===== config.mk =====
export PLATFORM = sky130hd
export DESIGN_NAME = reset_release_and_brownout_seq
export DESIGN_NICKNAME = d
export VERILOG_FILES = /design/src/core/reset_seq_pkg.sv /design/src/core/reset_release_and_brownout_seq.sv
export SDC_FILE = /design/constraint.sdc
export NUM_CORES = 1
export LEC_CHECK = 0
export ABC_AREA = 1
export BUFFER_PORTS_ARGS = -buffer_cell sky130_fd_sc_hd__buf_4
export CAP_MARGIN = 0
export CORE_MARGIN = 5
export CORE_UTILIZATION = 55
export DETAILED_ROUTE_END_ITERATION = 7
export GPL_TIMING_DRIVEN = 0
export PLACE_DENSITY = 0.8
export SETUP_SLACK_MARGIN = 0.2
export SYNTH_ARGS = -nofsm -noshare
export SYNTH_HDL_FRONTEND = slang
export SYNTH_SLANG_ARGS = --single-unit

===== constraint.sdc =====
create_clock -name clk_in -period 5.6 [get_ports clk_in]
set_input_delay 0.84 -clock clk_in [delete_from_list [all_inputs] [get_ports clk_in]]
set_output_delay 0.84 -clock clk_in [all_outputs]
set_load 0.01 [all_outputs]

===== src/core/reset_seq_pkg.sv =====
// Functional notes
// - monitor on, clock bad after delays: trap
// - trap switches system clock to fast RC
// - monitor and power-up timer off: fast exit
// - fast exit: non-crystal sources run immediately
// - monitor off, no clock: frozen in reset
// - brownout issues whole-device reset pulse
// - three selectable brownout trip levels
// - brownout picks clock from config fields
// - crystal: startup timer holds clock after brownout
// - pll in use: hold clock until lock
// - power-on and power-up delays run back to back
// - no power-up delay, crystal, monitor on: add fail-safe delay
// - brownout sets reset control bit 1
// - brownout detection active in sleep and idle
// - trap: load fast RC, set flag, clear go
// - monitor config 1x disables switching and monitor
// - reset loads current and new group from config
package reset_seq_pkg;

   // ======================================================
   // register map
   localparam int unsigned   ADDR_W       = 8;
   localparam logic [7:0]    RST_CTRL_OFF = 8'h00;
   localparam logic [7:0]    OSC_CTRL_OFF = 8'h04;
   localparam logic [7:0]    CFG_OFF      = 8'h08;
   localparam logic [7:0]    IRQ_STAT_OFF = 8'h0C;
   localparam logic [7:0]    IRQ_CLR_OFF  = 8'h10;
   localparam logic [7:0]    IRQ_EN_OFF   = 8'h14;
   localparam logic [1:0]    RESP_OKAY    = 2'h0;
   localparam logic [1:0]    RESP_SLVERR  = 2'h2;

   // ======================================================
   // field positions
   localparam int unsigned   POR_FLAG_BIT = 0;
   localparam int unsigned   BOR_FLAG_BIT = 1;
   localparam int unsigned   OSC_SWITCH_GO_BIT    = 0;
   localparam int unsigned   CF_BIT       = 3;
   localparam int unsigned   LOCK_BIT     = 5;
   localparam int unsigned   NOSC_LSB     = 8;
   localparam int unsigned   COSC_LSB     = 12;
   localparam int unsigned   IRQ_BOR_BIT  = 0;
   localparam int unsigned   IRQ_CF_BIT   = 1;
   localparam int unsigned   IRQ_W        = 2;

   // ======================================================
   // oscillator groups and primary mode bits
   localparam logic [1:0]    GRP_SEC      = 2'h0;
   localparam logic [1:0]    GRP_FRC      = 2'h1;
   localparam logic [1:0]    GRP_INTERNAL_LOW_POWER_RC     = 2'h2;
   localparam logic [1:0]    GRP_PRI      = 2'h3;
   localparam int unsigned   PRI_XTAL_BIT = 3;
   localparam int unsigned   PRI_PLL_BIT  = 2;

   // configuration word, low twelve bits of the config register
   typedef struct packed {
      logic       power_up_delay_timer_en;
      logic       bor_en;
      logic [1:0] bor_level;
      logic [1:0] switch_monitor_cfg;
      logic [3:0] primary_osc_cfg;
      logic [1:0] osc_group_cfg;
   } cfg_s;

   localparam cfg_s CFG_RESET = '{power_up_delay_timer_en: 1'b1, bor_en: 1'b1,
      bor_level: 2'h0, switch_monitor_cfg: 2'h2,
      primary_osc_cfg: 4'h0, osc_group_cfg: GRP_FRC};

   // synchronised pin group
   typedef struct packed {
      logic [2:0] bor_trip;
      logic       pll_lock;
      logic       osc_running;
   } pins_s;

   // ======================================================
   // timing
   localparam int unsigned   CNT_W        = 20;
   localparam int unsigned   CLK_PERIOD_NS = 100;
   localparam int unsigned   POR_DELAY_NS = 10000;
   localparam int unsigned   POWER_UP_DELAY_TIMER_DELAY_NS = 64000000;
   localparam int unsigned   FSD_DELAY_NS = 100000;
   localparam logic [CNT_W-1:0] POR_CYC = CNT_W'(
      (POR_DELAY_NS + CLK_PERIOD_NS - 1) / CLK_PERIOD_NS);
   localparam logic [CNT_W-1:0] POWER_UP_DELAY_TIMER_CYC_DEF = CNT_W'(
      (POWER_UP_DELAY_TIMER_DELAY_NS + CLK_PERIOD_NS - 1) / CLK_PERIOD_NS);
   localparam logic [CNT_W-1:0] FSD_CYC = CNT_W'(
      (FSD_DELAY_NS + CLK_PERIOD_NS - 1) / CLK_PERIOD_NS);
   localparam logic [10:0]   OST_CYC      = 11'h400;

   typedef enum logic [2:0] {
      ST_LOAD, ST_DELAY, ST_FROZEN, ST_TRAP_SEL, ST_TRAP_FLAG,
      ST_TRAP_GO, ST_RUN
   } seq_state_e;

endpackage


===== src/core/reset_release_and_brownout_seq.sv =====
// Design decisions made here: register access over AXI4-Lite and the placing of the registers.
`timescale 1ns/10ps
`default_nettype none
module reset_release_and_brownout_seq #(
   parameter logic [reset_seq_pkg::CNT_W-1:0] POWER_UP_CYCLES =
      reset_seq_pkg::POWER_UP_DELAY_TIMER_CYC_DEF
) (
   input  wire logic                       clk_in,
   input  wire logic                       rst_n_in,
   input  wire logic [reset_seq_pkg::ADDR_W-1:0] s_axi_awaddr_in,
   input  wire logic [2:0]                 s_axi_awprot_in,
   input  wire logic                       s_axi_awvalid_in,
   output logic                            s_axi_awready_out,
   input  wire logic [31:0]                s_axi_wdata_in,
   input  wire logic [3:0]                 s_axi_wstrb_in,
   input  wire logic                       s_axi_wvalid_in,
   output logic                            s_axi_wready_out,
   output logic [1:0]                      s_axi_bresp_out,
   output logic                            s_axi_bvalid_out,
   input  wire logic                       s_axi_bready_in,
   input  wire logic [reset_seq_pkg::ADDR_W-1:0] s_axi_araddr_in,
   input  wire logic [2:0]                 s_axi_arprot_in,
   input  wire logic                       s_axi_arvalid_in,
   output logic                            s_axi_arready_out,
   output logic [31:0]                     s_axi_rdata_out,
   output logic [1:0]                      s_axi_rresp_out,
   output logic                            s_axi_rvalid_out,
   input  wire logic                       s_axi_rready_in,
   input  wire logic                       osc_running_in,
   input  wire logic                       pll_lock_in,
   input  wire logic [2:0]                 bor_trip_in,
   output logic                            internal_reset_n_out,
   output logic                            sys_clk_enable_out,
   output logic [1:0]                      clock_select_out,
   output logic                            clock_fail_trap_out,
   output logic                            brownout_reset_pulse_out,
   output logic                            irq_out
);
   import reset_seq_pkg::*;

   // ======================================================
   // helpers
   function automatic logic reg_hit(input logic [ADDR_W-1:0] a,
                                    input logic [7:0] off);
      reg_hit = (a[ADDR_W-1:2] == off[ADDR_W-1:2]);
   endfunction

   function automatic logic addr_known(input logic [ADDR_W-1:0] a);
      addr_known = reg_hit(a, RST_CTRL_OFF) | reg_hit(a, OSC_CTRL_OFF)
                 | reg_hit(a, CFG_OFF) | reg_hit(a, IRQ_STAT_OFF)
                 | reg_hit(a, IRQ_CLR_OFF) | reg_hit(a, IRQ_EN_OFF);
   endfunction

   function automatic logic [31:0] apply_strb(input logic [31:0] old_v,
                                              input logic [31:0] new_v,
                                              input logic [3:0] strb);
      logic [31:0] r;
      r = old_v;
      for (int i = 0; i < 4; i++) begin
         if (strb[i]) begin
            r[8*i +: 8] = new_v[8*i +: 8];
         end
      end
      apply_strb = r;
   endfunction

   // ======================================================
   // declarations
   pins_s                pin_meta_q;
   pins_s                pin_q;
   cfg_s                 cfg_q;
   seq_state_e           state_q;
   logic [CNT_W-1:0]     delay_q;
   logic [10:0]          ost_q;
   logic [1:0]           cosc_q;
   logic [1:0]           nosc_q;
   logic                 osc_switch_go_q;
   logic                 cf_q;
   logic                 por_flag_q;
   logic                 bor_flag_q;
   logic                 bor_low_q;
   logic                 bor_pulse_q;
   logic                 trap_q;
   logic [IRQ_W-1:0]     irq_stat_q;
   logic [IRQ_W-1:0]     irq_en_q;
   logic                 aw_full_q;
   logic [ADDR_W-1:0]    aw_addr_q;
   logic                 w_full_q;
   logic [31:0]          w_data_q;
   logic [3:0]           w_strb_q;
   logic                 bvalid_q;
   logic [1:0]           bresp_q;
   logic                 rvalid_q;
   logic [31:0]          rdata_q;
   logic [1:0]           rresp_q;
   logic                 do_write;
   logic                 monitor_en;
   logic                 switch_en;
   logic                 fast_exit;
   logic                 src_xtal;
   logic                 src_internal;
   logic                 uses_pll;
   logic                 running_ok;
   logic                 ost_done;
   logic                 clk_ok;
   logic [CNT_W-1:0]     target;
   logic                 delay_done;
   logic [1:0]           bor_sel;
   logic                 bor_low;
   logic                 bor_rise;
   logic [31:0]          rd_word;
   logic [31:0]          cfg_wr;

   // ======================================================
   // pin synchronisers, two flops each
   always_ff @(posedge clk_in or negedge rst_n_in) begin
      if (!rst_n_in) begin
         pin_meta_q <= '0;
         pin_q      <= '0;
      end else begin
         pin_meta_q <= '{bor_trip: bor_trip_in, pll_lock: pll_lock_in,
                         osc_running: osc_running_in};
         pin_q      <= pin_meta_q;
      end
   end

   // ======================================================
   // clock source qualification
   always_comb begin
      monitor_en   = (cfg_q.switch_monitor_cfg == 2'h0);
      switch_en    = !cfg_q.switch_monitor_cfg[1];
      fast_exit    = !monitor_en && !cfg_q.power_up_delay_timer_en;
      src_xtal     = (cosc_q == GRP_SEC) || ((cosc_q == GRP_PRI) &&
                     cfg_q.primary_osc_cfg[PRI_XTAL_BIT]);
      src_internal = (cosc_q == GRP_FRC) || (cosc_q == GRP_INTERNAL_LOW_POWER_RC);
      uses_pll     = (cosc_q == GRP_PRI) &&
                     cfg_q.primary_osc_cfg[PRI_PLL_BIT];
      running_ok   = src_internal || (fast_exit && !src_xtal)
                     || pin_q.osc_running;
      ost_done     = !src_xtal || (ost_q == OST_CYC);
      clk_ok       = running_ok && ost_done &&
                     (!uses_pll || pin_q.pll_lock);
   end

   // release target: power-on plus power-up or fail-safe delay, else power-on alone
   always_comb begin
      if (cfg_q.power_up_delay_timer_en) begin
         target = POR_CYC + POWER_UP_CYCLES;
      end else if (src_xtal && !fast_exit) begin
         target = POR_CYC + FSD_CYC;
      end else begin
         target = POR_CYC;
      end
      delay_done = (delay_q >= target);
   end

   // brownout compare on the selected trip level, sleep does not gate it
   always_comb begin
      bor_sel  = (cfg_q.bor_level == 2'h3) ? 2'h2 : cfg_q.bor_level;
      bor_low  = cfg_q.bor_en && pin_q.bor_trip[bor_sel];
      bor_rise = bor_low && !bor_low_q;
   end

   // ======================================================
   // reset release sequencer
   always_ff @(posedge clk_in or negedge rst_n_in) begin
      if (!rst_n_in) begin
         state_q <= ST_LOAD;
         delay_q <= '0;
      end else if (bor_low) begin
         state_q <= ST_LOAD;
         delay_q <= '0;
      end else begin
         case (state_q)
            ST_LOAD: begin
               state_q <= ST_DELAY;
               delay_q <= '0;
            end
            ST_DELAY: begin
               if (!delay_done) begin
                  delay_q <= delay_q + 1'b1;
               end else if (clk_ok) begin
                  state_q <= ST_RUN;
               end else if (monitor_en) begin
                  state_q <= ST_TRAP_SEL;
               end else begin
                  state_q <= ST_FROZEN;
               end
            end
            ST_FROZEN: begin
               if (clk_ok) begin
                  state_q <= ST_RUN;
               end
            end
            ST_TRAP_SEL:  state_q <= ST_TRAP_FLAG;
            ST_TRAP_FLAG: state_q <= ST_TRAP_GO;
            ST_TRAP_GO:   state_q <= ST_RUN;
            ST_RUN: begin
               if (monitor_en && !clk_ok) begin
                  state_q <= ST_TRAP_SEL;
               end
            end
            default: state_q <= ST_LOAD;
         endcase
      end
   end

   // start-up timer counts running crystal cycles
   always_ff @(posedge clk_in or negedge rst_n_in) begin
      if (!rst_n_in) begin
         ost_q <= '0;
      end else if (state_q == ST_LOAD || !pin_q.osc_running) begin
         ost_q <= '0;
      end else if (src_xtal && ost_q != OST_CYC) begin
         ost_q <= ost_q + 1'b1;
      end
   end

   // ======================================================
   // oscillator control: groups, fail flag, switch go
   always_ff @(posedge clk_in or negedge rst_n_in) begin
      if (!rst_n_in) begin
         cosc_q  <= GRP_FRC;
         nosc_q  <= GRP_FRC;
         osc_switch_go_q <= 1'b0;
         cf_q    <= 1'b0;
      end else if (state_q == ST_LOAD) begin
         cosc_q  <= cfg_q.osc_group_cfg;
         nosc_q  <= cfg_q.osc_group_cfg;
         osc_switch_go_q <= 1'b0;
         cf_q    <= 1'b0;
      end else if (state_q == ST_TRAP_SEL) begin
         cosc_q <= GRP_FRC;
      end else if (state_q == ST_TRAP_FLAG) begin
         cf_q <= 1'b1;
      end else if (state_q == ST_TRAP_GO) begin
         osc_switch_go_q <= 1'b0;
      end else if (do_write && reg_hit(aw_addr_q, OSC_CTRL_OFF)) begin
         if (w_strb_q[1]) begin
            nosc_q <= w_data_q[NOSC_LSB +: 2];
         end
         if (w_strb_q[0]) begin
            osc_switch_go_q <= w_data_q[OSC_SWITCH_GO_BIT] && switch_en;
            cf_q    <= cf_q && w_data_q[CF_BIT];
         end
      end else if (osc_switch_go_q) begin
         cosc_q  <= nosc_q;
         osc_switch_go_q <= 1'b0;
      end
   end

   // ======================================================
   // reset flags, brownout pulse, trap pulse
   always_ff @(posedge clk_in or negedge rst_n_in) begin
      if (!rst_n_in) begin
         por_flag_q  <= 1'b1;
         bor_flag_q  <= 1'b0;
         bor_low_q   <= 1'b0;
         bor_pulse_q <= 1'b0;
         trap_q      <= 1'b0;
      end else begin
         bor_low_q   <= bor_low;
         bor_pulse_q <= bor_rise;
         trap_q      <= (state_q == ST_TRAP_GO);
         if (bor_rise) begin
            bor_flag_q <= 1'b1;
         end else if (do_write && reg_hit(aw_addr_q, RST_CTRL_OFF) &&
                      w_strb_q[0]) begin
            bor_flag_q <= bor_flag_q && w_data_q[BOR_FLAG_BIT];
         end
         if (do_write && reg_hit(aw_addr_q, RST_CTRL_OFF) &&
             w_strb_q[0]) begin
            por_flag_q <= por_flag_q && w_data_q[POR_FLAG_BIT];
         end
      end
   end

   // configuration register, only the low twelve bits are kept
   assign cfg_wr = apply_strb({20'h0, cfg_q}, w_data_q, w_strb_q);

   always_ff @(posedge clk_in or negedge rst_n_in) begin
      if (!rst_n_in) begin
         cfg_q <= CFG_RESET;
      end else if (do_write && reg_hit(aw_addr_q, CFG_OFF)) begin
         cfg_q <= cfg_s'(cfg_wr[11:0]);
      end
   end

   // interrupt status (set wins), clear and enable
   always_ff @(posedge clk_in or negedge rst_n_in) begin
      if (!rst_n_in) begin
         irq_stat_q <= '0;
         irq_en_q   <= '0;
      end else begin
         if (do_write && reg_hit(aw_addr_q, IRQ_CLR_OFF) && w_strb_q[0]) begin
            irq_stat_q <= irq_stat_q & ~w_data_q[IRQ_W-1:0];
         end
         if (bor_rise) begin
            irq_stat_q[IRQ_BOR_BIT] <= 1'b1;
         end
         if (state_q == ST_TRAP_SEL) begin
            irq_stat_q[IRQ_CF_BIT] <= 1'b1;
         end
         if (do_write && reg_hit(aw_addr_q, IRQ_EN_OFF) && w_strb_q[0]) begin
            irq_en_q <= w_data_q[IRQ_W-1:0];
         end
      end
   end

   // ======================================================
   // axi4-lite write channel
   assign do_write = aw_full_q && w_full_q && !bvalid_q;

   always_ff @(posedge clk_in or negedge rst_n_in) begin
      if (!rst_n_in) begin
         aw_full_q <= 1'b0;
         aw_addr_q <= '0;
         w_full_q  <= 1'b0;
         w_data_q  <= '0;
         w_strb_q  <= '0;
         bvalid_q  <= 1'b0;
         bresp_q   <= RESP_OKAY;
      end else begin
         if (s_axi_awvalid_in && s_axi_awready_out) begin
            aw_full_q <= 1'b1;
            aw_addr_q <= s_axi_awaddr_in;
         end else if (do_write) begin
            aw_full_q <= 1'b0;
         end
         if (s_axi_wvalid_in && s_axi_wready_out) begin
            w_full_q <= 1'b1;
            w_data_q <= s_axi_wdata_in;
            w_strb_q <= s_axi_wstrb_in;
         end else if (do_write) begin
            w_full_q <= 1'b0;
         end
         if (do_write) begin
            bvalid_q <= 1'b1;
            bresp_q  <= addr_known(aw_addr_q) ? RESP_OKAY : RESP_SLVERR;
         end else if (s_axi_bready_in) begin
            bvalid_q <= 1'b0;
         end
      end
   end

   // read data selection
   always_comb begin
      rd_word = '0;
      if (reg_hit(s_axi_araddr_in, RST_CTRL_OFF)) begin
         rd_word[POR_FLAG_BIT] = por_flag_q;
         rd_word[BOR_FLAG_BIT] = bor_flag_q;
      end else if (reg_hit(s_axi_araddr_in, OSC_CTRL_OFF)) begin
         rd_word[COSC_LSB +: 2] = cosc_q;
         rd_word[NOSC_LSB +: 2] = nosc_q;
         rd_word[LOCK_BIT]      = pin_q.pll_lock;
         rd_word[CF_BIT]        = cf_q;
         rd_word[OSC_SWITCH_GO_BIT]     = osc_switch_go_q;
      end else if (reg_hit(s_axi_araddr_in, CFG_OFF)) begin
         rd_word[11:0] = cfg_q;
      end else if (reg_hit(s_axi_araddr_in, IRQ_STAT_OFF)) begin
         rd_word[IRQ_W-1:0] = irq_stat_q;
      end else if (reg_hit(s_axi_araddr_in, IRQ_EN_OFF)) begin
         rd_word[IRQ_W-1:0] = irq_en_q;
      end
   end

   // axi4-lite read channel
   always_ff @(posedge clk_in or negedge rst_n_in) begin
      if (!rst_n_in) begin
         rvalid_q <= 1'b0;
         rdata_q  <= '0;
         rresp_q  <= RESP_OKAY;
      end else if (s_axi_arvalid_in && s_axi_arready_out) begin
         rvalid_q <= 1'b1;
         rdata_q  <= rd_word;
         rresp_q  <= addr_known(s_axi_araddr_in) ? RESP_OKAY : RESP_SLVERR;
      end else if (s_axi_rready_in) begin
         rvalid_q <= 1'b0;
      end
   end

   // ======================================================
   // outputs
   assign s_axi_awready_out = !aw_full_q && !bvalid_q;
   assign s_axi_wready_out  = !w_full_q && !bvalid_q;
   assign s_axi_bvalid_out  = bvalid_q;
   assign s_axi_bresp_out   = bresp_q;
   assign s_axi_arready_out = !rvalid_q;
   assign s_axi_rvalid_out  = rvalid_q;
   assign s_axi_rdata_out   = rdata_q;
   assign s_axi_rresp_out   = rresp_q;
   assign internal_reset_n_out = (state_q == ST_RUN) ||
      (state_q == ST_TRAP_SEL) || (state_q == ST_TRAP_FLAG) ||
      (state_q == ST_TRAP_GO);
   assign sys_clk_enable_out = internal_reset_n_out && clk_ok;
   assign clock_select_out  = cosc_q;
   assign clock_fail_trap_out = trap_q;
   assign brownout_reset_pulse_out = bor_pulse_q;
   assign irq_out = |(irq_stat_q & irq_en_q);
endmodule
`default_nettype wire


# Word level (Yosys, flattened, before mapping)

Index checks and enable logic that the tools add are counted.

Bits of input ports: 70
Bits in registers: 115
Word-level logic and storage cells: 240
Output and inout bits: 48

Mux-type cells: 70
Magnitude comparators: 2
Add/subtract/negate cells: 2
Bitwise logic cells: 13
Eq/ne operators: 34
Reductions and logical operators: 82

Operators with widths:

| kind                                                 | number |
|---|---|
| 2-to-1 mux 20 bit                                    | 3 |
| 2-to-1 mux 2 bit                                     | 25 |
| case mux 20 bit (2 select lines)                     | 1 |
| 2-to-1 mux 11 bit                                    | 3 |
| logical AND 1 bit                                    | 31 |
| 2-to-1 mux 1 bit                                     | 29 |
| equality test 6 x 2 -> 1 bit (second input constant) | 4 |
| equality test 6 x 3 -> 1 bit (second input constant) | 4 |
| case mux 3 bit (7 select lines)                      | 1 |
| adder 20 x 1 -> 20 bit (second input constant)       | 1 |
| >= comparator 20 bit                                 | 1 |
| nonzero test 2 bit                                   | 10 |
| 2-to-1 mux 3 bit                                     | 5 |
| != test 3 bit (second input constant)                | 5 |
| zero test 1 bit                                      | 13 |
| equality test 6 x 1 -> 1 bit (second input constant) | 2 |
| zero test 6 bit                                      | 2 |
| 2-to-1 mux 12 bit                                    | 1 |
| nonzero test 3 bit                                   | 4 |
| adder 11 x 1 -> 11 bit (second input constant)       | 1 |
| equality test 11 bit (second input constant)         | 1 |
| != test 11 bit (second input constant)               | 1 |
| logical OR 1 bit                                     | 10 |
| 2-to-1 mux 10 bit                                    | 1 |
| other kinds (20)                                     | 44 |

# Longest topological paths before layout

Gate-level depths: netlist of the first run.

Depth after elaboration: 14
Depth in mapped cells: 20
Gate-level depth less buffers: 19

# Least setup slack after synthesis of the first run

OpenSTA, ideal clock, no wires.

Path type: register to register
Start point: register cosc_q[0], in the netlist clock_select_out[0]
End point: register delay_q[15]
Path slack: 3.211 ns
Stages on the path, launching flop included: 21
Setup time: 0.118 ns
Clock period less this slack: 2.389 ns
Required time: 5.482 ns
Buffers on the path: 1
Data arrival time: 2.271 ns
Cells stage by stage: dfstp_2 > inv_1 > ha_1 > a21oi_1 > inv_1 > nand3_1 > inv_1 > ha_1 > nand2_1 > nand2_1 > nand2_1 > nand2_1 > nand2_1 > nand2_1 > nand2_1 > nand3_2 > nand2_4 > inv_8 > buf_12 > nand2_2 > o21ai_2

Word-level cells in the longest chain between the ends: 9
Elaborated cells between the ends (all ways): 10
Those cells by class: order compare: 1; eq/ne: 2; mux: 2; reduce/logical: 5

Ends and longest elaborated chain:

| element                                  | RTL line                              | RTL |
|---|---|---|
| from (decl)                              | reset_release_and_brownout_seq.sv:75  | `logic [1:0] cosc_q;` |
| from (signal assigned)                   | reset_release_and_brownout_seq.sv:228 | `cosc_q <= cfg_q.osc_group_cfg;` |
| from (signal assigned)                   | reset_release_and_brownout_seq.sv:247 | `cosc_q <= nosc_q;` |
| equality test 2 bit                      | reset_release_and_brownout_seq.sv:133 | `src_xtal = (cosc_q == GRP_SEC) \|\| ((cosc_q == GRP_PRI) &&` |
| logical AND 1 bit                        | reset_release_and_brownout_seq.sv:133 |  |
| logical OR 1 bit (*)                     | reset_release_and_brownout_seq.sv:133 |  |
| logical AND 1 bit (*)                    | reset_release_and_brownout_seq.sv:149 | `end else if (src_xtal && !fast_exit) begin` |
| 2-to-1 mux 11 bit (*)                    | reset_release_and_brownout_seq.sv:149 |  |
| 2-to-1 mux 20 bit (*)                    | reset_release_and_brownout_seq.sv:147 | `if (cfg_q.power_up_delay_timer_en) begin` |
| >= comparator 20 bit (*)                 | reset_release_and_brownout_seq.sv:154 | `delay_done = (delay_q >= target);` |
| != test 3 bit (no source line) (*)       | n/a                                   |  |
| AND reduction 2 bit (no source line) (*) | n/a                                   |  |
| to (signal assigned)                     | reset_release_and_brownout_seq.sv:181 | `delay_q <= delay_q + 1'b1;` |
| to (decl)                                | reset_release_and_brownout_seq.sv:73  | `logic [CNT_W-1:0] delay_q;` |

Every way passes the cells marked *; elsewhere a longest branch is shown, timed or not.
A chain may end at the register's enable or synchronous reset.

# Worst setup path in the final report of the first run

Start point: register cosc_q[0], in the netlist clock_select_out[0]
End point: output sys_clk_enable_out

Word-level cells in the longest chain between the ends: 10
Elaborated cells between the ends (all ways): 18
Those cells by class: eq/ne: 3; reduce/logical: 15

Ends and longest elaborated chain:

| element               | RTL line                                                                     | RTL |
|---|---|---|
| equality test 2 bit   | reset_release_and_brownout_seq.sv:133, reset_release_and_brownout_seq.sv:136 |  |
| logical AND 1 bit     | reset_release_and_brownout_seq.sv:133                                        |  |
| logical OR 1 bit      | reset_release_and_brownout_seq.sv:133                                        |  |
| zero test 1 bit       | reset_release_and_brownout_seq.sv:138, reset_release_and_brownout_seq.sv:140 |  |
| logical AND 1 bit     | reset_release_and_brownout_seq.sv:138                                        | `running_ok = src_internal \|\| (fast_exit && !src_xtal)` |
| logical OR 1 bit      | reset_release_and_brownout_seq.sv:138                                        |  |
| logical OR 1 bit      | reset_release_and_brownout_seq.sv:139                                        | `\|\| pin_q.osc_running;` |
| logical AND 1 bit     | reset_release_and_brownout_seq.sv:141                                        | `clk_ok = running_ok && ost_done &&` |
| logical AND 1 bit (*) | reset_release_and_brownout_seq.sv:141                                        |  |
| logical AND 1 bit (*) | reset_release_and_brownout_seq.sv:395                                        | `assign sys_clk_enable_out = internal_reset_n_out && clk_ok;` |
| to (decl)             | reset_release_and_brownout_seq.sv:33                                         | `output logic sys_clk_enable_out,` |

Marked as above.

==> results.json, run 1 <==
{
  "power_frac_clock": 0.193,
  "number_of_antenna_diodes": 0,
  "nNetsFinal": 893,
  "worstSetupPathType": "flip-flop to primary output",
  "rr_worst_depth": 17,
  "route.vias.total": 5002,
  "tritoncts": "built",
  "grt_max_degree": 112,
  "drt_iter0_drc": 264,
  "fin_crit_sh": 0.5419,
  "post_dp_cell_area_sq_um": 6596,
  "antenna_violating_nets_post_route": 0,
  "placedCellCount": 934,
  "synthesis.instances": 714,
  "worst-slew-pin-transition_ps": 534.8,
  "die_w_um": 113.3,
  "gp_congestion": 0.8892,
  "worst_skew_pair_latency_ps": 390,
  "drc": 0,
  "finalSetupViolations": 0,
  "postSynth.topFlopCell": "sky130_fd_sc_hd__dfrtp_1",
  "h-tree-depth": 3,
  "post_cts_resize_count": 0,
  "post-dp-hpwl_mm": 10.26,
  "crit_fanout": 5,
  "combinational_family_with_the_most_area_after_synthesis": "simple AND/OR/NAND/NOR gates",
  "number_of_optimization_iterations_in_the_first_detailed_route_pass": 5,
  "drv.max_cap_violation_count": 0,
  "average_instance_area_after_synthesis_sq_um": 8.217,
  "internal_pwr_total_uw": 1585,
  "crit_path_cell_trace": "inv_1, ha_1, a21oi_1, nand2_1, a21oi_1, nand2_1, a21oi_1, buf_4",
  "swShare": 0.4074,
  "final_cell_area_sq_um": 6842,
  "ys_ff_latch": 111,
  "slowest_delay_ps": 580,
  "synthMuxAreaShare": 0.005758,
  "die_h_um": 113.3,
  "cts.root.buffer_cell": "sky130_fd_sc_hd__clkbuf_8",
  "grt_antenna_before_repair": 0,
  "cts_buffers": 9,
  "report.final.slew_viol_count": 0,
  "design.die.area_sq_um": 12830,
  "avgViaCountPerCell": 5.260,
  "clock.fmax_ghz": 0.3295,
  "timing.clock.skew_ps": 14.16,
  "postCtsSetupRepairBufs": 0,
  "synth_adder_area_share": 0.02772,
  "overflow": 0,
  "power.leakage_uw": 0.003350,
  "post_synth_xor_area_fraction": 0.01344,
  "worst_ep_arrival_time_ps": 2190,
  "core.rowCount": 37,
  "layout.cells.most_common_list": "sky130_fd_sc_hd__nand2_1, sky130_fd_sc_hd__dfrtp_1, sky130_fd_sc_hd__buf_4",
  "maximum_ir_drop_on_the_vdd_rail_mv": 0.3208,
  "cp.required_ps": 4760,
  "io_pins": 118,
  "critical_path.endpoint_type": "primary output",
  "io_buffer_count": 65,
  "initial_utilization": 0.5658,
  "fin_setup_tns_ps": 0,
  "clock_tree.buffer_depth": 2,
  "final_cell_count_no_fill": 951,
  "element_type_at_the_critical_path_start": "flip-flop",
  "proportion_of_power_drawn_by_combinational_gates": 0.395,
  "power_frac_seq": 0.412,
  "synthDistinctLibCells": 46,
  "core_sq_um": 10370,
  "synth_compound_gate_area_share": 0.1141,
  "async_set_or_reset_flop_fraction_in_the_synthesized_netlist": 1.000,
  "synth.cell_area_sq_um": 5867,
  "ys_warnings": 0,
  "routed_wl_mm": 13.40,
  "synth_simple_gate_area_share": 0.2627,
  "crit_slowest_cell": "sky130_fd_sc_hd__dfstp_2",
  "number_of_synthesized_flops_with_an_enable_pin": 0,
  "timing.slew.headroom": 0.6435,
  "detail_route.wl_per_cell_um": 14.09,
  "grt_pass1_vias": 4918,
  "grt_first_pass_wirelength_mm": 22.91,
  "final.min_clock_period_ps": 3035,
  "cts_hold_buffers": 0,
  "synthesis_to_layout_area_growth_pct": 16.61,
  "pwr_density_cell_nw_per_um2": 390.9,
  "layout_commonest_cell": "sky130_fd_sc_hd__nand2_1",
  "layout-drive-gt1-share": 0.2147,
  "unrepaired_setup_endpoints_after_global_routing": "no",
  "synth_seq_area_share": 0.4749,
  "global_routing_usage_summed_across_all_routing_layers": 0.2204,
  "cts.clk_slew.worst_paths_ps": 110,
  "hp-class": "input pin to asynchronous set/reset pin",
  "final-hold-violation-count": 0,
  "clock-sinks": 111,
  "status": "finished clean",
  "crit_path_frequent_cell": "sky130_fd_sc_hd__a21oi_1",
  "power.switching_uw": 1089
}
## logic make-up after synthesis
group | Yosys count
other cells | 1
fa+ha+maj | 13
compound gates | 119
buf+inv | 126
flops | 111
xor+xnor | 9
mux | 3
simple gates | 332
## final timing paths
check                                           to                start  slack [ps]
min in group clk_in                       pin_q[3]        pin_meta_q[3]         360
worst max-delay path            sys_clk_enable_out  clock_select_out[0]        2570
worst min-delay path                      ost_q[2]             rst_n_in         340
worst max register to register         delay_q[18]  clock_select_out[0]        2920
max in group asynchronous               por_flag_q             rst_n_in        4550
worst min register to register            pin_q[3]        pin_meta_q[3]         360
## routing by layer
metal / global-route usage / vias to the layer above / wire length [um]
met3: 0.04759 / 11 / 741
met4: 0.05369 / 0 / 150
met5: 0 / - / 0
met1: 0.2834 / 2367 / 5664
li1: - / 2488 / -
met2: 0.3807 / 136 / 6841
## synth_stat cells, types with 4 or more instances
cell type                    n  area [sq um]
sky130_fd_sc_hd__xor2_1      8         70.07
sky130_fd_sc_hd__nand3_1    41         205.2
sky130_fd_sc_hd__nor2_2      5         31.28
sky130_fd_sc_hd__nand2_1   139         521.8
sky130_fd_sc_hd__nand4_1    20         125.1
sky130_fd_sc_hd__o21ai_0    43         215.2
sky130_fd_sc_hd__o21ai_1     9         45.04
sky130_fd_sc_hd__dfstp_2     7         183.9
sky130_fd_sc_hd__a21oi_1    36         180.2
sky130_fd_sc_hd__o22ai_1    10         62.56
sky130_fd_sc_hd__inv_2      14         52.55
sky130_fd_sc_hd__nand2_2    13         81.33
sky130_fd_sc_hd__a31oi_1     4         25.02
sky130_fd_sc_hd__nor3_2      6         60.06
sky130_fd_sc_hd__buf_4      22         165.2
sky130_fd_sc_hd__dfrtp_1   104          2603
sky130_fd_sc_hd__nor3_1     16         80.08
sky130_fd_sc_hd__inv_1      76         285.3
sky130_fd_sc_hd__o21ai_2     6         52.55
sky130_fd_sc_hd__nor2_1     77         289.0
sky130_fd_sc_hd__clkbuf_1    5         18.77
sky130_fd_sc_hd__ha_1       13         162.7
## power by group through the flow
stage                     clock network (uW)  registers (uW)  logic, uW
after floorplan                            0            1100        736
after global placement                     0            1110       1020
after detailed placement                   0            1120       1050
after CTS                                525            1100       1060
after global routing                     559            1130       1200
final                                    515            1100       1060
## state kept, by name, summed over array words and instances (netlist names), 2 cells and up
| register | count |
|---|---|
| delay_q | 20 |
| w_strb_q | 2 |
| clock_select_out | 2 |
| pin_q | 5 |
| pin_meta_q | 5 |
| nosc_q | 2 |
| w_data_q | 12 |
| irq_en_q | 2 |
| s_axi_rdata_out | 14 |
| aw_addr_q | 6 |
| state_q | 3 |
| cfg_q | 12 |
| ost_q | 11 |
| irq_stat_q | 2 |
## worst max-delay path: cells and delay by family, from the launching register on
kind / cells / cell delay [ps]
and+or+nand+nor: 2 / 240
AOI/OAI and AO/OA: 3 / 570
buffers and inverters: 2 / 220
DFF: 1 / 580
adders and majority gates: 1 / 190
## through the flow
stage / utilization / hold slack, ps / total power [uW] / setup WS, ps
after floorplan: - / 331.2 / 1832 / 3211
after global placement: 0.6361 / 335.9 / 2129 / 2998
after detailed placement: 0.6361 / 336.5 / 2169 / 2959
after CTS: 0.6567 / 363.6 / 2683 / 2544
after global routing: 0.6597 / 348.7 / 2882 / 2399
final: 0.6597 / 343.6 / 2674 / 2565
## area by class of cell
| cell class | count | area, sq um |
|---|---|---|
| plain buffers | 32 | 230.2 |
| clock buffers | 9 | 123.9 |
| clock inverters | 7 | 90.09 |
| fillers | 924 | 3528 |
| inverters | 94 | 360.3 |
| multi-input cells | 496 | 2561 |
| flip-flops and latches | 111 | 2786 |
| well taps | 136 | 170.2 |
| repair buffers | 66 | 519.2 |
Power figures use the tool's default switching activity.
==> run 2, diff against run 1 <==
ABC_AREA = 0   (was 1)
CORE_UTILIZATION = 50   (was 55)
PLACE_DENSITY = 0.77   (was 0.8)
clock period = 2.77 ns   (was 5.6 ns; I/O delays follow)
==> run 2 against run 1 <==
The run now ends with negative setup slack left. Clock power increased by 140%. Critical path depth is 3 higher. Sequential share of layout area fell by 1.3 points. Highest routed layer unchanged.
==> results.json, run 2 <==
{
  "post-dp-hpwl_mm": 9.320,
  "die_w_um": 116.2,
  "die_h_um": 116.2,
  "tritoncts": "built",
  "ys_ff_latch": 111,
  "io_pins": 118,
  "synthMostInstantiatedCell": "sky130_fd_sc_hd__dfrtp_1",
  "synth.top_cells.by_count": "sky130_fd_sc_hd__dfrtp_1, sky130_fd_sc_hd__nand2_1, sky130_fd_sc_hd__mux2_2, sky130_fd_sc_hd__nor2_1, sky130_fd_sc_hd__o21ai_0",
  "detail_route.wl_per_cell_um": 16.48,
  "number_of_optimization_iterations_in_the_first_detailed_route_pass": 5,
  "synth_largest_area_cell": "sky130_fd_sc_hd__dfrtp_1",
  "worst-slew-pin-transition_ps": 1122,
  "initial_utilization": 0.5161,
  "power.leakage_uw": 0.003296,
  "worstSetupPathDepth": 11,
  "finalWorstSetupSlack_ps": -114.9,
  "core.rowCount": 38,
  "top_layer_used": "met4",
  "timing.clock.skew_ps": 11.33,
  "timing.slew.headroom": 0.2415,
  "route.vias.total": 4628,
  "pwr_density_cell_nw_per_um2": 789.4,
  "postSynth.topFlopCell": "sky130_fd_sc_hd__dfrtp_1",
  "synth_seq_area_share": 0.4937,
  "routed_wl_mm": 13.16,
  "synth.cell_area_sq_um": 5644,
  "finalSetupViolations": 17,
  "grt_first_pass_wirelength_mm": 21.97,
  "cp_top_family": "compound AO/OA/AOI/OAI gates",
  "final_cell_area_sq_um": 7059,
  "post-synth-top-area-fraction": 0.4611,
  "synthDistinctLibCells": 58,
  "maximum_ir_drop_on_the_vdd_rail_mv": 0.3381,
  "crit_fanout": 5,
  "worst_skew_pair_latency_ps": 350,
  "io_buffer_count": 65,
  "worstSetupPathType": "flip-flop to flip-flop",
  "synthesis_to_layout_area_growth_pct": 25.07,
  "h-tree-depth": 3,
  "avgViaCountPerCell": 5.792,
  "route.met3.wl_mm": 1.031,
  "synthesis.instances": 548,
  "drt_iter0_drc": 294,
  "final.min_clock_period_ps": 2885,
  "worst_ep_arrival_time_ps": 3120,
  "grt_max_degree": 112,
  "rr_worst_depth": 11,
  "route.layer.met1.wl_mm": 5.655,
  "post_dp_cell_area_sq_um": 6431,
  "report.final.slew_viol_count": 0,
  "grt_pass1_vias": 4510,
  "critical_path.endpoint_type": "flip-flop",
  "fill_cells": 906,
  "ys_warnings": 0,
  "number_of_synthesized_flops_with_an_enable_pin": 0,
  "global_routing_usage_summed_across_all_routing_layers": 0.2042,
  "synthTopCellsByArea": "sky130_fd_sc_hd__dfrtp_1, sky130_fd_sc_hd__mux2_2, sky130_fd_sc_hd__nand2_1",
  "violations": "negative setup slack",
  "slowest_delay_ps": 550,
  "layout.cells.most_common_list": "sky130_fd_sc_hd__dfrtp_1, sky130_fd_sc_hd__buf_4, sky130_fd_sc_hd__nand2_1",
  "power_frac_seq": 0.430,
  "min_path_cells": 1,
  "core_sq_um": 10940,
  "flip_flop_count_of_the_largest_register_all_copies_and_words_added": 20,
  "cts.root.buffer_cell": "sky130_fd_sc_hd__clkbuf_16",
  "clock.fmax_ghz": 0.3466,
  "proportion_of_power_drawn_by_combinational_gates": 0.350,
  "hp-class": "input pin to flip-flop",
  "layout_commonest_cell": "sky130_fd_sc_hd__dfrtp_1",
  "grt_antenna_before_repair": 0,
  "design_power_total_uw": 5573,
  "async_set_or_reset_flop_fraction_in_the_synthesized_netlist": 1.000,
  "crit_path_cell_trace": "inv_2, ha_4, a21o_1, and3_4, ha_4, a21o_1, a211o_1, a22o_4, o31a_1, buf_6, a221o_1",
  "worst-path-buf-inv": 2,
  "average_instance_area_after_synthesis_sq_um": 10.30,
  "cts.clk_slew.worst_paths_ps": 70,
  "design.die.area_sq_um": 13510,
  "final-hold-violation-count": 0,
  "drv.max_cap_violation_count": 0,
  "power.switching_uw": 1983,
  "element_type_at_the_critical_path_start": "flip-flop",
  "layout-drive-gt1-share": 0.2989,
  "overflow": 0,
  "gp_congestion": 0.9096,
  "registers.top_by_ff_count": "delay_q",
  "antenna_violating_nets_post_route": 0,
  "power_frac_clock": 0.221,
  "crit_slowest_cell": "sky130_fd_sc_hd__dfstp_2",
  "cp.required_ps": 3000,
  "swShare": 0.3559,
  "clock-sinks": 111,
  "nNetsFinal": 737,
  "unrepaired_setup_endpoints_after_global_routing": "yes",
  "internal_pwr_total_uw": 3590,
  "drc": 0,
  "fin_crit_sh": 1.041,
  "number_of_antenna_diodes": 0,
  "sum_of_met2_wire_segment_lengths_after_detailed_routing_mm": 6.203,
  "cts_buffers": 9,
  "status": "finished with violations",
  "clock_tree.buffer_depth": 2
}
==> run 2: what timing repair did <==
action                                  CTS  global route
gates resized for setup                  27            25
pin swaps                                12             2
cloned                                    2             0
endpoints found under the setup margin   23            24
buffers inserted                          5             2
hold buffers                              0             1
hold endpoints to repair                  0             9
==> run 2: worst register-to-register path, stage by stage, from the launching register on <==
cell	delay, ps
sky130_fd_sc_hd__dfstp_2	550
sky130_fd_sc_hd__inv_2	50
sky130_fd_sc_hd__ha_4	150
sky130_fd_sc_hd__a21o_1	180
sky130_fd_sc_hd__and3_4	190
sky130_fd_sc_hd__ha_4	210
sky130_fd_sc_hd__a21o_1	150
sky130_fd_sc_hd__a211o_1	260
sky130_fd_sc_hd__a22o_4	220
sky130_fd_sc_hd__o31a_1	350
sky130_fd_sc_hd__buf_6	170
sky130_fd_sc_hd__a221o_1	310
==> run 2: area by class of cell <==
cell class / count / area [sq um] / area share
plain buffers: 46 / 317.8 / 0.04502
repair buffers: 76 / 600.6 / 0.08508
clock buffers: 11 / 232.7 / 0.03297
multi-input cells: 392 / 2835 / 0.4016
well taps: 140 / 175.2 / 0.02481
clock inverters: 5 / 43.79 / 0.006203
inverters: 18 / 67.56 / 0.009571
flip-flops and latches: 111 / 2786 / 0.3947
==> run 2: stage by stage <==
step | util | instances | hold WS [ps] | setup WS, ps | setup TNS, ps
2_1_floorplan | - | 567 | 119.9 | -121.5 | -1013
3_3_place_gp | 0.5881 | 772 | 334.6 | -333.8 | -4603
3_5_place_dp | 0.5881 | 772 | 338.5 | -365.0 | -5229
4_1_cts | 0.6310 | 795 | 153.2 | -154.0 | -1481
5_1_grt | 0.6455 | 799 | 150.9 | -252.4 | -3431
6_report | 0.6455 | 799 | 167.5 | -114.9 | -1243
==> run 2: path summary, 6_finish.rpt <==
check / slack (ps) / startpoint / to
max: -110 / clock_select_out[0] / delay_q[7]
min: 170 / bor_trip_in[0] / pin_meta_q[2]
max reg2reg: -110 / clock_select_out[0] / delay_q[7]
min reg2reg: 350 / pin_meta_q[1] / pin_q[1]
max in group asynchronous: 1620 / rst_n_in / clock_select_out[0]
min in group asynchronous: 420 / rst_n_in / s_axi_bvalid_out
==> run 2: power by group through the flow <==
stage / Sequential, uW / Combinational [uW] / Clock [uW]
global placement: 2400 / 1640 / 0
CTS: 2390 / 1860 / 1260
detailed placement: 2420 / 1700 / 0
floorplan: 2300 / 1250 / 0
global route: 2460 / 2150 / 1320
finish: 2400 / 1950 / 1230
==> run 2: kinds of logic after synthesis <==
kind of cell | synth area share
simple gates | 0.1780
fa+ha+maj | 0.02882
flops | 0.4937
other cells | 0.0006644
xor+xnor | 0.01862
mux | 0.08269
compound gates | 0.1401
buf+inv | 0.05741
==> run 2: routing by layer <==
layer | track usage | vias up
met4 | 0.06419 | 0
met1 | 0.2751 | 2266
met5 | 0 | -
li1 | - | 2178
met2 | 0.3284 | 164
met3 | 0.04870 | 20
==> run 3, diff against run 2 <==
CORE_UTILIZATION = 25   (was 50)
PLACE_DENSITY = not set   (was 0.77)
==> run 3 against run 2 <==
The run still ends with negative setup slack left. Highest routed layer unchanged. Sequential share of layout area shrank 0.94 points. Combinational power fell by 4%. Largest cell class unchanged. Largest power group unchanged. Via count is 3.1% lower. Register-to-register slack got worse by 30 ps. Die area is 90% higher. Global-route usage is 9.1 points lower. Sequential power hardly changed.
==> results.json, run 3 (synthesis gave the netlist of run 2 again) <==
{
  "worst-slew-pin-transition_ps": 746.5,
  "status": "finished with violations",
  "grt_antenna_before_repair": 0,
  "crit_slowest_cell": "sky130_fd_sc_hd__dfstp_2",
  "swShare": 0.3574,
  "unrepaired_setup_endpoints_after_global_routing": "yes",
  "global_routing_usage_summed_across_all_routing_layers": 0.1130,
  "worst-path-buf-inv": 2,
  "rr_worst_depth": 11,
  "crit_path_cell_trace": "inv_2, ha_4, a21o_1, and3_4, ha_4, a21o_1, a211o_1, a22o_4, o31a_1, buf_6, a221o_1",
  "cts.root.buffer_cell": "sky130_fd_sc_hd__clkbuf_16",
  "report.final.slew_viol_count": 0,
  "flip_flop_count_of_the_largest_register_all_copies_and_words_added": 20,
  "clock.fmax_ghz": 0.3434,
  "dpl_worst_slack_ps": -392.7,
  "post_dp_cell_area_sq_um": 6644,
  "h-tree-depth": 3,
  "final.min_clock_period_ps": 2912,
  "placedCellCount": 918,
  "layout_commonest_cell": "sky130_fd_sc_hd__dfrtp_1",
  "worstSetupPathType": "flip-flop to flip-flop",
  "hp-class": "input pin to flip-flop",
  "grt_pass1_vias": 4474,
  "drv.max_cap_violation_count": 0,
  "registers.top_by_ff_count": "delay_q",
  "layout.cells.most_common_list": "sky130_fd_sc_hd__dfrtp_1, sky130_fd_sc_hd__buf_4, sky130_fd_sc_hd__nand2_1",
  "route.vias.total": 4484,
  "power_frac_seq": 0.428,
  "timing.clock.skew_ps": 10.83,
  "grt.busiest_layer": "met2",
  "proportion_of_power_drawn_by_combinational_gates": 0.335,
  "core.rowCount": 55,
  "groute.layer.met3.usage": 0.02581,
  "nNetsFinal": 738,
  "post-dp-hpwl_mm": 10.33,
  "die_w_um": 160.3,
  "final-hold-violation-count": 0,
  "worst_skew_pair_latency_ps": 360,
  "timing.slew.headroom": 0.5010,
  "routed_wl_mm": 14.21,
  "worstSetupPathDepth": 11,
  "grt_first_pass_wirelength_mm": 23.79,
  "cts_buffers": 9,
  "fin_crit_sh": 1.051,
  "tritoncts": "built",
  "pwr_density_cell_nw_per_um2": 773.2,
  "core_sq_um": 22430,
  "finalWorstSetupSlack_ps": -142.4,
  "antenna_violating_nets_post_route": 0,
  "io_buffer_count": 65,
  "drc": 0,
  "cts.clk_slew.worst_paths_ps": 80,
  "power_frac_clock": 0.237,
  "crit_fanout": 10,
  "grt_use_met1": 0.1496,
  "clock_tree.buffer_depth": 2,
  "final_cell_count_no_fill": 945,
  "grt_use_met2": 0.1825,
  "die_h_um": 160.3,
  "gp_congestion": 0.8499,
  "cp_top_family": "compound AO/OA/AOI/OAI gates",
  "cp.required_ps": 3010,
  "final_cell_area_sq_um": 7231,
  "power.leakage_uw": 0.003303,
  "overflow": 0,
  "maximum_ir_drop_on_the_vdd_rail_mv": 0.2930,
  "initial_utilization": 0.2516,
  "grt_max_degree": 83,
  "drt_iter0_drc": 185,
  "fin_hold_ws_ps": 160.2,
  "finalSetupViolations": 21,
  "violations": "negative setup slack",
  "number_of_antenna_diodes": 0,
  "io_pins": 118,
  "design.die.area_sq_um": 25680,
  "worst_ep_arrival_time_ps": 3160,
  "detail_route.wl_per_cell_um": 15.04,
  "number_of_optimization_iterations_in_the_first_detailed_route_pass": 5,
  "layout-drive-gt1-share": 0.2909,
  "power.switching_uw": 1998,
  "min_path_cells": 1,
  "critical_path.endpoint_type": "flip-flop",
  "slowest_delay_ps": 560,
  "synthesis_to_layout_area_growth_pct": 28.11,
  "avgViaCountPerCell": 4.745,
  "element_type_at_the_critical_path_start": "flip-flop",
  "clock-sinks": 111,
  "internal_pwr_total_uw": 3593
}
==> run 3: cell types whose count changed in the layout (fill, tap and decap cells not counted), moves of 2 or more <==
| cell | delta |
|---|---|
| sky130_fd_sc_hd__clkinv_4 | -2 |
| sky130_fd_sc_hd__clkbuf_4 | +2 |
| sky130_fd_sc_hd__nor4_4 | -2 |
| sky130_fd_sc_hd__clkbuf_2 | -2 |
| sky130_fd_sc_hd__inv_6 | +2 |
| sky130_fd_sc_hd__nor2_2 | -2 |
| sky130_fd_sc_hd__nor4_1 | +3 |
| sky130_fd_sc_hd__nor2_1 | +2 |
| sky130_fd_sc_hd__nor3_1 | +2 |
==> run 3: metal layers <==
layer,share of wire,up-vias
met5,0,-
met4,0.015,0
met1,0.46,2203
li1,-,2179
met2,0.48,86
met3,0.042,16
==> run 3: worst paths after layout <==
path | from | endpoint | slack [ps]
hold / removal | pll_lock_in | pin_meta_q[1] | 160
min in group asynchronous | rst_n_in | delay_q[3] | 500
hold reg to reg | pin_meta_q[2] | pin_q[2] | 350
setup reg to reg | clock_select_out[0] | delay_q[7] | -140
max in group asynchronous | rst_n_in | cfg_q[0] | 1540
setup / recovery | clock_select_out[0] | delay_q[7] | -140
==> run 3: worst reg2reg max path, cell delays in order (launching register included) <==
cell                      delay [ps]
sky130_fd_sc_hd__dfstp_2         560
sky130_fd_sc_hd__inv_2            50
sky130_fd_sc_hd__ha_4            150
sky130_fd_sc_hd__a21o_1          180
sky130_fd_sc_hd__and3_4          190
sky130_fd_sc_hd__ha_4            230
sky130_fd_sc_hd__a21o_1          150
sky130_fd_sc_hd__a211o_1         270
sky130_fd_sc_hd__a22o_4          230
sky130_fd_sc_hd__o31a_1          310
sky130_fd_sc_hd__buf_6           170
sky130_fd_sc_hd__a221o_1         320
==> run 3: metrics by stage <==
step	utilization	total power, uW	TNS [ps]
2_1_floorplan	-	3559	-1013
6_report	0.3223	5591	-2099
3_3_place_gp	0.2948	4087	-5901
5_1_grt	0.3223	6011	-4436
4_1_cts	0.3177	5607	-2587
3_5_place_dp	0.2962	4139	-6180
==> run 3: final cells by class <==
cell class / instances / area (sq um)
fillers: 2317 / 15200
clock inverters: 7 / 80.08
multi-input cells: 392 / 2790
repair buffers: 77 / 614.3
well taps: 285 / 356.6
inverters: 18 / 67.56
flip-flops and latches: 111 / 2786
plain buffers: 46 / 310.3
clock buffers: 9 / 225.2
==> run 3: timing repair <==
item / in CTS / in global routing
resized for setup: 18 / 22
gates cloned: 1 / 0
pin swaps: 5 / 3
endpoints found under the hold margin: 29 / 0
setup endpoints to repair: 23 / 25
setup buffers: 6 / 3
hold buffers: 1 / 0
==> run 3: power groups by stage <==
stage	Combinational [uW]	Clock [uW]	Sequential [uW]
final	1870	1330	2390
after global routing	2120	1440	2460
after CTS	1830	1380	2400
after detailed placement	1710	0	2430
after global placement	1670	0	2420
after floorplan	1250	0	2300
